===== src/rtl/acs_regs.vh =====
// Function
// converter clock derived by internal prescaler
// halt in debug unless debug run set
// start bit starts, reads one while busy
// single mode clears start bit on completion
// channel change waits for conversion end
// result single or accumulated per count setting
// completion sets result ready flag
// irq needs enable and global enable
// flag sets even with interrupt disabled
// event input enable lets events trigger
// event edge sets start bit
// free run first conversion by software
// free run restarts and flags each result
// result codes unsigned, zero lowest
// software configures first, enables last
// reference resets to internal reference
// start on next converter clock edge
// thirteen cycles, sample at two
// flag clears on result read or write one
// prescaler zero while disabled
// start while busy does not restart
// disabled block ignores all triggers
`ifndef ACS_REGS_VH
`define ACS_REGS_VH
// =====================================================
// register offsets
`define ACS_CONTROL_A 12'h000
`define ACS_CTRLB 12'h004
`define ACS_CTRLC 12'h008
`define ACS_MUX 12'h00c
`define ACS_CMD 12'h010
`define ACS_EVENT_CTRL 12'h014
`define ACS_INT_CTRL 12'h018
`define ACS_INT_FLAG 12'h01c
`define ACS_RES 12'h020
`define ACS_DBGCTRL 12'h024
// =====================================================
// field positions
`define ACS_EN_BIT 0
`define ACS_FREE_RUN_BIT 1
`define ACS_RESOLUTION_BIT 2
`define ACS_REF_SEL_LSB 4
`define ACS_PRESCALE_LSB 0
// =====================================================
// reset values and timing
`define ACS_REF_SEL_RST 2'h0
`define ACS_CONV_CYCLES 4'hd
`define ACS_SH_CYCLE 4'h2
`endif


===== src/rtl/acs_prescaler.v =====
`timescale 1ns/1ps
// =====================================================
// converter clock prescaler: one-cycle enable pulses
module acs_prescaler (
  input wire pclk,
  input wire presetn,
  input wire run,
  input wire [2:0] prescale_sel,
  output reg tick_q
);
  reg [7:0] cnt_q;
  wire [7:0] lim;
  // factor 2^(sel+1); period in pclk cycles
  assign lim = (8'h02 << prescale_sel) - 8'h01;
  always @(posedge pclk or negedge presetn) begin
    if (!presetn) begin
      cnt_q <= 8'h00;
      tick_q <= 1'b0;
    // held at zero when stopped
    end else if (!run) begin
      cnt_q <= 8'h00;
      tick_q <= 1'b0;
    end else if (cnt_q == lim) begin
      cnt_q <= 8'h00;
      tick_q <= 1'b1;
    end else begin
      cnt_q <= cnt_q + 8'h01;
      tick_q <= 1'b0;
    end
  end
endmodule


===== src/rtl/acs_sequencer.v =====
// Chosen here: the APB interface to the registers and the address map.
`timescale 1ns/1ps
`include "acs_regs.vh"
// =====================================================
// conversion sequencer with apb slave
module acs_sequencer (
  input wire pclk,
  input wire presetn,
  input wire psel,
  input wire penable,
  input wire pwrite,
  input wire [11:0] paddr,
  input wire [31:0] pwdata,
  output reg [31:0] prdata,
  output reg pready,
  output reg pslverr,
  input wire start_event,
  input wire debug_halt,
  input wire global_int_enable,
  input wire [9:0] sar_data,
  output reg irq_q,
  output reg sample_hold_q,
  output reg [3:0] active_channel_q,
  output reg [1:0] active_reference_q
);
  localparam ST_IDLE = 1'b0;
  localparam ST_CONV = 1'b1;

  reg [7:0] control_a_q;
  reg [2:0] prescale_q;
  reg [1:0] ref_sel_q;
  reg [2:0] accum_count_q;
  reg [3:0] mux_q;
  reg start_conversion_bit_q;
  reg start_event_input_enable_q;
  reg result_ready_ie_q;
  reg result_ready_flag_q;
  reg debug_run_bit_q;
  reg [15:0] res_q;
  reg [15:0] acc_q;
  reg [6:0] samp_cnt_q;
  reg [3:0] cyc_q;
  reg state_q;
  reg ev_s1_q;
  reg ev_s2_q;
  reg ev_s3_q;
  reg dbg_s1_q;
  reg dbg_s2_q;
  wire tick;
  wire enable;
  wire free_running_enable;
  wire halted;
  wire wr;
  wire rd;
  wire ev_edge;
  wire conv_done;
  wire last_sample;
  wire [15:0] acc_sum;
  wire [9:0] sample;

  function sel_hit;
    input [11:0] a;
    input [11:0] off;
    begin
      sel_hit = (a == off);
    end
  endfunction

  assign enable = control_a_q[`ACS_EN_BIT];
  assign free_running_enable = control_a_q[`ACS_FREE_RUN_BIT];
  // debug halt freezes unless run bit set
  assign halted = dbg_s2_q & ~debug_run_bit_q;
  assign wr = psel & penable & pwrite & pready;
  assign rd = psel & penable & ~pwrite & pready;
  // rising edge of synchronised event
  assign ev_edge = ev_s2_q & ~ev_s3_q;
  // last cycle of thirteen
  assign conv_done = (state_q == ST_CONV) & tick & ~halted &
                     (cyc_q == `ACS_CONV_CYCLES - 4'h1);
  // burst of 2^count samples per result
  assign last_sample = (samp_cnt_q == ((7'h01 << accum_count_q) - 7'h01));
  // 8-bit mode drops low bits, unsigned code
  assign sample = control_a_q[`ACS_RESOLUTION_BIT] ? {2'b00, sar_data[9:2]}
                                                   : sar_data;
  assign acc_sum = acc_q + {6'h00, sample};

  // =====================================================
  // prescaler from pclk
  acs_prescaler i_acs_prescaler (
    .pclk(pclk),
    .presetn(presetn),
    // prescaler runs only during conversion
    .run(enable & (state_q == ST_CONV)),
    .prescale_sel(prescale_q),
    .tick_q(tick)
  );

  // =====================================================
  // input synchronisers
  always @(posedge pclk or negedge presetn) begin
    if (!presetn) begin
      ev_s1_q <= 1'b0;
      ev_s2_q <= 1'b0;
      ev_s3_q <= 1'b0;
      dbg_s1_q <= 1'b0;
      dbg_s2_q <= 1'b0;
    end else begin
      ev_s1_q <= start_event;
      ev_s2_q <= ev_s1_q;
      ev_s3_q <= ev_s2_q;
      dbg_s1_q <= debug_halt;
      dbg_s2_q <= dbg_s1_q;
    end
  end

  // =====================================================
  // registers and sequencer
  always @(posedge pclk or negedge presetn) begin
    if (!presetn) begin
      control_a_q <= 8'h00;
      prescale_q <= 3'h0;
      // internal reference after reset
      ref_sel_q <= `ACS_REF_SEL_RST;
      accum_count_q <= 3'h0;
      mux_q <= 4'h0;
      start_conversion_bit_q <= 1'b0;
      start_event_input_enable_q <= 1'b0;
      result_ready_ie_q <= 1'b0;
      result_ready_flag_q <= 1'b0;
      debug_run_bit_q <= 1'b0;
      res_q <= 16'h0000;
      acc_q <= 16'h0000;
      samp_cnt_q <= 7'h00;
      cyc_q <= 4'h0;
      state_q <= ST_IDLE;
      active_channel_q <= 4'h0;
      active_reference_q <= `ACS_REF_SEL_RST;
      sample_hold_q <= 1'b0;
      irq_q <= 1'b0;
    end else begin
      sample_hold_q <= 1'b0;
      if (wr) begin
        if (sel_hit(paddr, `ACS_CONTROL_A))
          control_a_q <= pwdata[7:0];
        if (sel_hit(paddr, `ACS_CTRLB))
          accum_count_q <= (pwdata[2:0] > 3'h6) ? 3'h6 : pwdata[2:0];
        if (sel_hit(paddr, `ACS_CTRLC)) begin
          prescale_q <= pwdata[`ACS_PRESCALE_LSB +: 3];
          ref_sel_q <= pwdata[`ACS_REF_SEL_LSB +: 2];
        end
        if (sel_hit(paddr, `ACS_MUX))
          mux_q <= pwdata[3:0];
        if (sel_hit(paddr, `ACS_EVENT_CTRL))
          start_event_input_enable_q <= pwdata[0];
        if (sel_hit(paddr, `ACS_INT_CTRL))
          result_ready_ie_q <= pwdata[0];
        if (sel_hit(paddr, `ACS_DBGCTRL))
          debug_run_bit_q <= pwdata[0];
      end
      // clear by write one or result read
      if ((wr & sel_hit(paddr, `ACS_INT_FLAG) & pwdata[0]) |
          (rd & sel_hit(paddr, `ACS_RES)))
        result_ready_flag_q <= 1'b0;
      // disabled: no start, triggers ignored
      if (!enable) begin
        state_q <= ST_IDLE;
        start_conversion_bit_q <= 1'b0;
        cyc_q <= 4'h0;
        samp_cnt_q <= 7'h00;
        acc_q <= 16'h0000;
      end else begin
        // software start; also first free-run
        if (wr & sel_hit(paddr, `ACS_CMD) & pwdata[0])
          start_conversion_bit_q <= 1'b1;
        // events trigger when input enabled
        if (ev_edge & start_event_input_enable_q & ~halted)
          start_conversion_bit_q <= 1'b1;
        case (state_q)
          ST_IDLE: begin
            // selections follow while idle
            active_channel_q <= mux_q;
            active_reference_q <= ref_sel_q;
            if (start_conversion_bit_q & ~halted) begin
              state_q <= ST_CONV;
              cyc_q <= 4'h0;
            end
          end
          ST_CONV: begin
            // further starts ignored while busy
            if (tick & ~halted) begin
              cyc_q <= cyc_q + 4'h1;
              // sample-and-hold two cycles in
              if (cyc_q == `ACS_SH_CYCLE - 4'h1)
                sample_hold_q <= 1'b1;
            end
            if (conv_done) begin
              cyc_q <= 4'h0;
              // selections reload only at the end
              active_channel_q <= mux_q;
              active_reference_q <= ref_sel_q;
              if (last_sample) begin
                res_q <= acc_sum;
                acc_q <= 16'h0000;
                samp_cnt_q <= 7'h00;
                // flag regardless of enable
                result_ready_flag_q <= 1'b1;
                // free run continues at once
                if (!free_running_enable) begin
                  // single mode clears start bit
                  start_conversion_bit_q <= 1'b0;
                  state_q <= ST_IDLE;
                end
              end else begin
                acc_q <= acc_sum;
                samp_cnt_q <= samp_cnt_q + 7'h01;
              end
            end
          end
          default: state_q <= ST_IDLE;
        endcase
      end
      // gated by both enables
      irq_q <= result_ready_flag_q & result_ready_ie_q & global_int_enable;
    end
  end

  // =====================================================
  // apb answer path, zero wait states
  always @(posedge pclk or negedge presetn) begin
    if (!presetn) begin
      pready <= 1'b0;
      pslverr <= 1'b0;
      prdata <= 32'h00000000;
    end else begin
      pready <= psel & ~penable;
      pslverr <= 1'b0;
      prdata <= 32'h00000000;
      if (psel & ~penable & ~pwrite) begin
        case (paddr)
          `ACS_CONTROL_A: prdata <= {24'h000000, control_a_q};
          `ACS_CTRLB: prdata <= {29'h00000000, accum_count_q};
          `ACS_CTRLC: prdata <= {26'h0000000, ref_sel_q, 1'b0, prescale_q};
          `ACS_MUX: prdata <= {28'h0000000, mux_q};
          `ACS_CMD: prdata <= {31'h00000000, start_conversion_bit_q};
          `ACS_EVENT_CTRL: prdata <= {31'h00000000,
                                      start_event_input_enable_q};
          `ACS_INT_CTRL: prdata <= {31'h00000000, result_ready_ie_q};
          `ACS_INT_FLAG: prdata <= {31'h00000000, result_ready_flag_q};
          `ACS_RES: prdata <= {16'h0000, res_q};
          `ACS_DBGCTRL: prdata <= {31'h00000000, debug_run_bit_q};
          default: pslverr <= psel & ~penable;
        endcase
      end else if (psel & ~penable & pwrite) begin
        case (paddr)
          `ACS_CONTROL_A, `ACS_CTRLB, `ACS_CTRLC, `ACS_MUX, `ACS_CMD,
          `ACS_EVENT_CTRL, `ACS_INT_CTRL, `ACS_INT_FLAG, `ACS_RES,
          `ACS_DBGCTRL: pslverr <= 1'b0;
          default: pslverr <= 1'b1;
        endcase
      end
    end
  end
endmodule


===== config.mk =====
export PLATFORM = sky130hd
export DESIGN_NAME = acs_sequencer
export DESIGN_NICKNAME = d
export VERILOG_FILES = /design/src/rtl/acs_prescaler.v /design/src/rtl/acs_sequencer.v
export VERILOG_INCLUDE_DIRS = /design/src /design/src/rtl
export SDC_FILE = /design/constraint.sdc
export NUM_CORES = 1
export LEC_CHECK = 0
export BUFFER_PORTS_ARGS = -buffer_cell sky130_fd_sc_hd__buf_2
export CAP_MARGIN = 25
export CORE_UTILIZATION = 45
export CTS_BUF_LIST = sky130_fd_sc_hd__clkbuf_4
export CTS_CLUSTER_DIAMETER = 60
export CTS_CLUSTER_SIZE = 25
export DETAILED_ROUTE_END_ITERATION = 8
export PLACE_DENSITY = 0.69
export SETUP_SLACK_MARGIN = 0.4
export SKIP_CTS_REPAIR_TIMING = 1
export SYNTH_ARGS = -nofsm -noshare
export SYNTH_HDL_FRONTEND = slang
export SYNTH_SLANG_ARGS = --single-unit

===== constraint.sdc =====
create_clock -name pclk -period 3.4 [get_ports pclk]
set_input_delay 0.68 -clock pclk [delete_from_list [all_inputs] [get_ports pclk]]
set_output_delay 0.68 -clock pclk [all_outputs]
set_load 0.03 [all_outputs]

==> results of run 1 <==
==> logic make-up (layout without fill, tap and decap cells) <==
family,Yosys count,after routing,share of synthesized area [%]
other,1,16,0.06463
xor gates and xnor gates,24,24,3.623
DFF,109,109,47.01
AOI/OAI and AO/OA,121,121,14.00
adders and majority gates,16,16,3.580
buffers and inverters,51,101,4.917
and+or+nand+nor,169,169,16.00
muxes,53,53,10.80
==> registers in the layout, summed over array words and instances (netlist names), 2 cells and up <==
register and count:
ref_sel_q 2, acc_q 16, i_acs_prescaler.cnt_q 8, active_reference_q 2
accum_count_q 3, samp_cnt_q 7, res_q 16, mux_q 4
active_channel_q 4, prdata 16, prescale_q 3, cyc_q 4
control_a_q 8
==> routing by layer <==
| layer | wire length [µm] | global-route usage, % |
|---|---|---|
| met1 | 5724 | 26.56 |
| met2 | 5486 | 31.54 |
| met3 | 520 | 2.824 |
| met4 | 447 | 10.56 |
| met5 | 0 | 0 |
==> power by group through the flow <==
stage | registers, mW | logic, mW | clock network (mW)
6_report | 1.30 | 0.135 | 0.600
5_1_grt | 1.30 | 0.151 | 0.668
4_1_cts | 1.30 | 0.136 | 0.618
3_5_place_dp | 1.33 | 0.136 | 0
3_3_place_gp | 1.33 | 0.133 | 0
2_1_floorplan | 1.33 | 0.0744 | 0
==> cell type report <==
type	instances	area, µm²
Fill cell	1198	6284
Multi-Input combinational cell	399	2849
Sequential cell	109	2729
Timing Repair Buffer	70	370.4
Tap cell	172	215.2
Clock buffer	9	67.56
Inverter	15	56.30
Clock inverter	7	48.80
==> through the flow <==
stage | power [mW] | util, % | instances | hold WS [ps] | setup slack, ps
finish | 2.039 | 50.21 | 781 | 246.4 | 606.8
global route | 2.123 | 50.21 | 781 | 263.5 | 424.8
CTS | 2.057 | 50.17 | 781 | 240.7 | 399.6
detailed placement | 1.463 | 49.25 | 765 | 344.2 | 400.8
global placement | 1.460 | 49.25 | 765 | 334.3 | 458.7
floorplan | 1.404 | - | 559 | 331.2 | 582.4
==> critical path: cells and delay by family (launching register included) <==
family / cells / cell delay, ps
AND/OR/NAND/NOR: 1 / 70
multiplexers: 2 / 630
flip-flops: 1 / 560
XOR/XNOR: 1 / 170
AO/OA/AOI/OAI: 3 / 790
adder cells (fa/ha/maj): 2 / 390
buffers and inverters: 1 / 70
==> worst max path at each step <==
stage	startpoint	endpoint	slack [ps]	depth (start not counted)
after floorplan	control_a_q[2]$_DFFE_PN0P_	res_q[12]$_DFFE_PN0P_	580	9
after global placement	sar_data[2]	res_q[12]$_DFFE_PN0P_	460	11
after detailed placement	sar_data[2]	res_q[12]$_DFFE_PN0P_	400	11
after CTS	control_a_q[2]$_DFFE_PN0P_	res_q[12]$_DFFE_PN0P_	400	10
after global routing	control_a_q[0]$_DFFE_PN0P_	acc_q[13]$_DFFE_PN0P_	420	6
final	control_a_q[2]$_DFFE_PN0P_	res_q[10]$_DFFE_PN0P_	610	10
==> cell usage in the layout, fill, tap and decap left out, drive strengths merged, types with 3 or more instances in the layout <==
cell and count:
dfrtp 109, buf 70, mux2 50, nand2 31, o21ai 30, a21oi 26
nor2 24, nand3 22, nor3 20, inv 17, conb 16, ha 15
and3 14, xnor2 14, and2 11, xor2 10, a22o 10, a22oi 9
clkbuf 9, nor2b 8, or3 8, a31oi 6, a21o 6, nor4 5
nor3b 5, nand2b 5, o21a 5, clkinv 5, o211ai 4, o22ai 4
or2 4, mux2i 3, nand3b 3
==> run_results.csv, run 1 <==
group,metric,value,unit
detailed_routing,via_per_inst,5.513,
floorplan,die-area,13350,µm²
detailed_routing,drt-total-wl,12180,µm
timing,post-route-period-util,82.15,%
yosys,synthFlopType,"dfrtp_1",
layout,post-route-cell-area,6336,µm²
critical_path,timing.rr.end,"res_q[10]$_DFFE_PN0P_",
detailed_routing,vias,4306,
timing,relSlewSlack,47.58,%
yosys,synth_cell_type_count,69,
timing,tightest_slew,784.8,ps
yosys,synth_cells,544,
clock_network,cts.sinks,109,
global_route,grt_overflow_total,0,
clock_network,clk_path_buf_depth,2,
timing,hold_violations,0,
timing,rsz0062_at_grt,"no",
clock_network,clkTransAtPathRegs,170,ps
critical_path,r2r_start,"control_a_q[2]$_DFFE_PN0P_",
clock_network,cts_buffers,9,
global_route,grt_pass1_vias,4180,
layout,syn2layout_area_growth,9.209,%
power_and_ir_drop,p_leak,2.996,nW
power_and_ir_drop,power_density,321.8,nW/µm²
timing,finalSetupViolCount,0,
hold_path,hold_class,"input port to async pin",
yosys,seq_area_frac_synth,47.01,%
critical_path,cp.arrival,3170,ps
clock_network,tritoncts,"done",
yosys,synth_most_common_cell,"dfrtp_1",
floorplan,fp-row-count,41,
detailed_routing,postRouteAntennaNets,0,
job,cap_violations,0,
yosys,yosysTopAreaCellShare,47.01,%
yosys,synth_edf_count,0,
critical_path,slowest_delay,560,ps
critical_path,rrSetupSlack,610,ps
yosys,synth-async-reset-ratio,100.0,%
clock_network,insertion_delay,490,ps
floorplan,ios,104,
critical_path,worstSetupStartpointType,"flip-flop",
yosys,synth_area,5802,µm²
place,dpl.hpwl,8880,µm
place,dpl_cell_area,6215,µm²
critical_path,endpoint_kind,"flip-flop",
layout,drive_gt1_share,24.47,%
global_route,grt_pass1_wl,20530,µm
detailed_routing,drc,0,
detailed_routing,first_pass_iters,4,
power_and_ir_drop,p_clk_share,29.4,%
critical_path,r2r_cells,10,
power_and_ir_drop,p_comb_share,6.6,%
critical_path,slowest_stage,"dfrtp_2",
critical_path,crit_required,3780,ps
power_and_ir_drop,internal_power,1.494,mW
clock_network,clock_tree.root_cell,"clkbuf_4",
detailed_routing,drtIter0Drc,308,
yosys,ys_warn_count,0,
yosys,synth.avg_cell_area,10.67,µm²
global_route,antenna_found_initial,0,
place,io_buffers,63,
power_and_ir_drop,pwr-share-seq,63.9,%
yosys,yosys_register_bits,109,
floorplan,fp.dieH,115.5,µm
place,routabilityCongestion,0.9446,
critical_path,critPathKind,"flip-flop to flip-flop",
power_and_ir_drop,ir_drop,0.0002610,V
global_route,grt_usage,19.89,%
power_and_ir_drop,p_sw_share,26.70,%
floorplan,core-area,12620,µm²
timing,min_period,2793,ps
timing,fmax,358.0,MHz
yosys,synth_commonest_cells,"109 x dfrtp_1, 41 x mux2_2, 30 x nand2_1",
timing,fin_setup_tns,0,ps
floorplan,die_w,115.5,µm
power_and_ir_drop,p_sw,544.4,µW
clock_network,cts_htree_levels,3,
floorplan,start_util,45.97,%
timing,final.setup_skew,17.98,ps
yosys,synthDominantAreaCellType,"dfrtp_1",
detailed_routing,avgRoutedWirePerCell,15.59,µm
outcome,status,"completed",
critical_path,cp_max_fo,12,
layout,nets,682,
yosys,synth.area.top_cells,"dfrtp_1 47%, mux2_2 8.0%, ha_1 3.2%",
critical_path,cp_cell_sequence,"mux2_2 -> ha_1 -> inv_1 -> fa_1 -> nor2b_1 -> o31a_1 -> o21ai_0 -> o21ai_1 -> xor2_1 -> mux2_4",
layout,antenna_cells,0,
timing,final_max_slew_viol_count,0,
global_route,grt_max_degree,61,
No activity file was read; power rests on OpenSTA's default activity.
==> run 2: changes to the inputs <==
Clock period 3.4 ns to 2.6 ns, I/O delays scaled along.
==> run 2 against run 1 <==
  * The flow now finishes with violations (negative setup slack)
  * Via count up 5.7%
  * Hold slack worse by 230 ps
  * Die area unchanged
  * First-iteration DRC count down 31%
  * Register-to-register slack worse by 650 ps
  * Sequential cell count unchanged
  * Cell area up 10%
  * Sequential power up 31%
==> run_results.csv, run 2 (synthesis results as in run 1) <==
group,metric,value,unit
outcome,status,"finished, violations left",
outcome,violations,"negative setup slack",
floorplan,core-area,12620,µm²
timing,relSlewSlack,56.86,%
detailed_routing,via_per_inst,5.549,
timing,fmax,378.5,MHz
critical_path,slowest_delay,510,ps
floorplan,start_util,45.97,%
critical_path,cpLargestDelayFamily,"compound AO/OA/AOI/OAI gates",
critical_path,r2r_cells,8,
critical_path,endpoint_kind,"flip-flop",
timing,post-route-period-util,101.6,%
layout,post-route-cell-area,6975,µm²
detailed_routing,drtIter0Drc,214,
job,cap_violations,0,
timing,finalSetupViolCount,3,
layout,largestRegisters,"acc_q: 16 flops, prdata: 16 flops, res_q: 16 flops",
global_route,grt_pass1_vias,4248,
layout,layout_commonest_cell,"dfrtp_1",
clock_network,cts_buffers,9,
layout,antenna_cells,0,
detailed_routing,first_pass_iters,5,
power_and_ir_drop,ir_drop,0.0003288,V
timing,tightest_slew,638.2,ps
clock_network,tritoncts,"done",
global_route,grt_pass1_wl,20660,µm
clock_network,clk_path_buf_depth,2,
critical_path,cp_max_fo,8,
detailed_routing,drc,0,
clock_network,cts.sinks,109,
floorplan,ios,104,
floorplan,die-area,13350,µm²
critical_path,cp.arrival,3050,ps
power_and_ir_drop,p_leak,3.261,nW
floorplan,die_w,115.5,µm
global_route,antenna_found_initial,0,
floorplan,fp.dieH,115.5,µm
power_and_ir_drop,power_density,388.6,nW/µm²
floorplan,fp-row-count,41,
place,io_buffers,63,
place,dpl_cell_area,6482,µm²
layout,nets,721,
clock_network,clkTransAtPathRegs,170,ps
layout,drive_gt1_share,34.26,%
detailed_routing,avgRoutedWirePerCell,15.96,µm
layout,syn2layout_area_growth,20.23,%
critical_path,worstSetupStartpointType,"flip-flop",
clock_network,insertion_delay,490,ps
timing,final.setup_skew,19.53,ps
critical_path,cp_cell_sequence,"buf_4 -> mux2_4 -> ha_4 -> a2111o_1 -> o211a_1 -> o21a_1 -> xor2_1 -> mux2_4",
critical_path,crit_required,3010,ps
place,dpl.hpwl,9160,µm
hold_path,hold_class,"input port to async pin",
critical_path,critPathKind,"flip-flop to flip-flop",
layout,mostFrequentLayoutCells,"107 x dfrtp_1, 62 x buf_2, 38 x buf_4, 35 x mux2_2, 29 x nand2_1",
detailed_routing,drt-total-wl,13090,µm
place,routabilityCongestion,0.8427,
clock_network,clock_tree.root_cell,"clkbuf_4",
layout,fillers,1099,
global_route,grt_overflow_total,0,
critical_path,slowest_stage,"dfrtp_2",
layout,utilization,55.27,%
global_route,grt_usage,20.05,%
detailed_routing,postRouteAntennaNets,0,
critical_path,path_buf_inv,1,
detailed_routing,vias,4550,
critical_path,path_depth,8,
critical_path,crit_top_cell,"mux2_4",
timing,hold_violations,0,
timing,fin_ws,-41.94,ps
timing,min_period,2642,ps
timing,rsz0062_at_grt,"yes",
timing,final_max_slew_viol_count,0,
clock_network,cts_htree_levels,3,
global_route,grt_max_degree,50,
## run 2: changes by cell type in the layout (fill, tap and decap cells not counted), sizes merged
cell / delta
buf: +38
clkbuf: +1
clkinv: -3
clkinvlp: +2
inv: +1
## run 2: layout make-up
cell class	instances	area, µm²	share of cell area [%]
Sequential cell	109	2730	39.14
Tap cell	172	215.2	3.085
Clock buffer	9	67.56	0.9686
Multi-Input combinational cell	399	3104	44.50
Timing Repair Buffer	109	745.7	10.69
Inverter	15	56.30	0.8072
Clock inverter	7	56.30	0.8072
## run 2: final timing paths
| check | from | end | slack [ps] |
|---|---|---|---|
| max | control_a_q[2]$_DFFE_PN0P_ | res_q[14]$_DFFE_PN0P_ | -40 |
| max reg2reg | control_a_q[2]$_DFFE_PN0P_ | res_q[14]$_DFFE_PN0P_ | -40 |
| min | presetn | prdata[8]$_DFF_PN0_ | 10 |
| min in group pclk | start_event | ev_s1_q$_DFF_PN0_ | 130 |
| max in group asynchronous | presetn | i_acs_prescaler.cnt_q[3]$_DFF_PN0_ | 1780 |
| min reg2reg | dbg_s1_q$_DFF_PN0_ | dbg_s2_q$_DFF_PN0_ | 370 |
## run 2: per-stage QoR
stage / cells / worst slack, ps / setup TNS, ps / hold WS, ps / power, mW
finish: 820 / -41.94 / -67.87 / 13.46 / 2.711
global route: 820 / -126.4 / -848.2 / 57.69 / 2.818
CTS: 807 / -84.67 / -286.6 / 28.43 / 2.721
detailed placement: 791 / -129.4 / -278.3 / 334.7 / 1.925
global placement: 791 / -55.82 / -77.06 / 331.7 / 1.919
floorplan: 559 / 65.47 / 0 / 224.4 / 1.841
## run 2: where the power goes
part | internal, mW | switching [mW]
logic | 0.0667 | 0.135
clock network | 0.208 | 0.597
registers | 1.70 | 0.00233
total | 1.98 | 0.734
## run 2: per-layer routing
layer	up-vias	wire (µm)	track usage, %
li1	2149	-	-
met1	2261	5863	27.12
met2	117	6410	31.90
met3	23	547	3.086
met4	0	270	9.091
met5	-	0	0
==> run 3: changes to the inputs <==
Settings changed: BUFFER_PORTS_ARGS -buffer_cell sky130_fd_sc_hd__buf_2 to -buffer_cell sky130_fd_sc_hd__buf_4.
==> run 3 against run 2 <==
  * The run now ends clean
  * Final cell count up 0.12%
  * Via count is 1.2% lower
  * Sequential cell count did not move
  * Maximum frequency rose by 2.2%
  * Core utilization rose by 1.3 points
  * Sequential power about the same
  * Cell area up 2.3%
  * Power up 4.2%
  * Non-clock buffer count rose by 2
==> run_results.csv, run 3 (synthesis results as in run 1) <==
group,metric,value,unit
global_route,met1_usage,26.82,%
detailed_routing,first_pass_iters,4,
floorplan,die_w,115.5,µm
timing,tightest_slew,548.8,ps
clock_network,clkTransAtPathRegs,170,ps
global_route,grt_pass1_wl,21130,µm
clock_network,cts_buffers,9,
critical_path,rrSetupSlack,10,ps
critical_path,endpoint_kind,"flip-flop",
global_route,grt_use_met2,33.41,%
clock_network,clock_tree.root_cell,"clkbuf_4",
critical_path,r2r_cells,8,
detailed_routing,avgRoutedWirePerCell,15.64,µm
timing,rsz0062_at_grt,"yes",
global_route,grt_usage,20.53,%
timing,min_period,2586,ps
floorplan,fp-row-count,41,
place,io_buffers,63,
clock_network,cts.sinks,109,
power_and_ir_drop,ir_drop,0.0003696,V
detailed_routing,vias,4494,
timing,post-route-period-util,99.46,%
floorplan,ios,104,
hold_path,hold_class,"input port to flip-flop",
clock_network,cts_htree_levels,3,
power_and_ir_drop,p_leak,3.286,nW
layout,syn2layout_area_growth,23.01,%
critical_path,crit_required,2990,ps
timing,finalSetupViolCount,0,
global_route,grt_overflow_total,0,
critical_path,critPathKind,"flip-flop to flip-flop",
global_route,antenna_found_initial,0,
critical_path,worstSetupStartpointType,"flip-flop",
place,dpl.hpwl,9287,µm
power_and_ir_drop,power_density,395.7,nW/µm²
critical_path,r2r_start,"control_a_q[2]$_DFFE_PN0P_",
hold_path,hold-path-endpoint,"dbg_s1_q$_DFF_PN0_",
floorplan,start_util,45.97,%
global_route,grt_pass1_vias,4344,
timing,hold_violations,0,
critical_path,cp_max_fo,5,
timing,final.setup_skew,33.67,ps
critical_path,cp.arrival,2970,ps
floorplan,fp.dieH,115.5,µm
clock_network,tritoncts,"done",
hold_path,hold_path.startpoint,"debug_halt",
place,routabilityCongestion,0.8386,
detailed_routing,postRouteAntennaNets,0,
detailed_routing,drc,0,
job,cap_violations,0,
floorplan,core-area,12620,µm²
critical_path,timing.rr.end,"res_q[14]$_DFFE_PN0P_",
timing,relSlewSlack,62.90,%
layout,mostFrequentLayoutCells,"105 x dfrtp_1, 104 x buf_4, 36 x mux2_2, 30 x nand2_1, 23 x o21ai_0",
clock_network,insertion_delay,510,ps
global_route,grt_busiest_layer,"met2",
layout,layout_commonest_cell,"dfrtp_1",
layout,antenna_cells,0,
timing,final_max_slew_viol_count,0,
layout,largestRegisters,"acc_q: 16 flops, prdata: 16 flops, res_q: 16 flops",
layout,drive_gt1_share,34.21,%
detailed_routing,drt-total-wl,12840,µm
layout,nets,723,
timing,fmax,386.7,MHz
global_route,met3_usage,5.073,%
outcome,status,"completed",
global_route,grt_max_degree,60,
power_and_ir_drop,power,2.824,mW
detailed_routing,drtIter0Drc,224,
floorplan,die-area,13350,µm²
detailed_routing,via_per_inst,5.474,
hold_path,hold_depth,1,
layout,utilization,56.55,%
clock_network,clk_path_buf_depth,2,
[run 3: cell type report]
type,instances,area [µm²]
Inverter,15,56.30
Clock buffer,9,67.56
Multi-Input combinational cell,399,3102
Tap cell,172,215.2
Sequential cell,109,2733
Fill cell,1099,5483
Clock inverter,6,78.83
Timing Repair Buffer,111,884.6
[run 3: worst max-delay path: stages, from the launching register on]
cell	delay (ps)
dfrtp_2	490
buf_6	150
mux2_4	300
ha_4	260
a2111o_1	420
o211a_1	260
o21a_1	210
xor2_1	150
mux2_4	250
[run 3: worst max path at each step]
stage	start	to	cells past startpoint
4_1_cts	control_a_q[2]$_DFFE_PN0P_	res_q[14]$_DFFE_PN0P_	8
6_report	control_a_q[2]$_DFFE_PN0P_	res_q[14]$_DFFE_PN0P_	8
5_1_grt	control_a_q[2]$_DFFE_PN0P_	acc_q[14]$_DFFE_PN0P_	8
3_5_place_dp	sar_data[2]	res_q[14]$_DFFE_PN0P_	11
2_1_floorplan	control_a_q[2]$_DFFE_PN0P_	res_q[14]$_DFFE_PN0P_	9
3_3_place_gp	sar_data[2]	res_q[14]$_DFFE_PN0P_	11
[run 3: routing by layer]
| metal | share of wire, % | vias to the layer above |
|---|---|---|
| met5 | 0 | - |
| met4 | 2.0 | 0 |
| met3 | 4.0 | 20 |
| met2 | 48 | 111 |
| met1 | 46 | 2205 |
| li1 | - | 2158 |
[run 3: through the flow]
stage	setup TNS (ps)	instances	hold slack [ps]	setup slack, ps	cell area [µm²]
floorplan	0	559	224.4	65.47	5938
global placement	-46.07	793	333.5	-44.29	6653
detailed placement	-104.4	793	334.7	-56.83	6653
CTS	-83.37	808	-109.7	-40.19	6799
global route	-340.5	821	41.86	-78.92	7137
finish	0	821	113.4	13.98	7137
[run 3: report_power, final]
part,internal (mW),switching (mW),total (mW)
clock,0.309,0.593,0.901
combinational,0.0860,0.133,0.219
sequential,1.70,0.00214,1.70
total,2.10,0.728,2.82
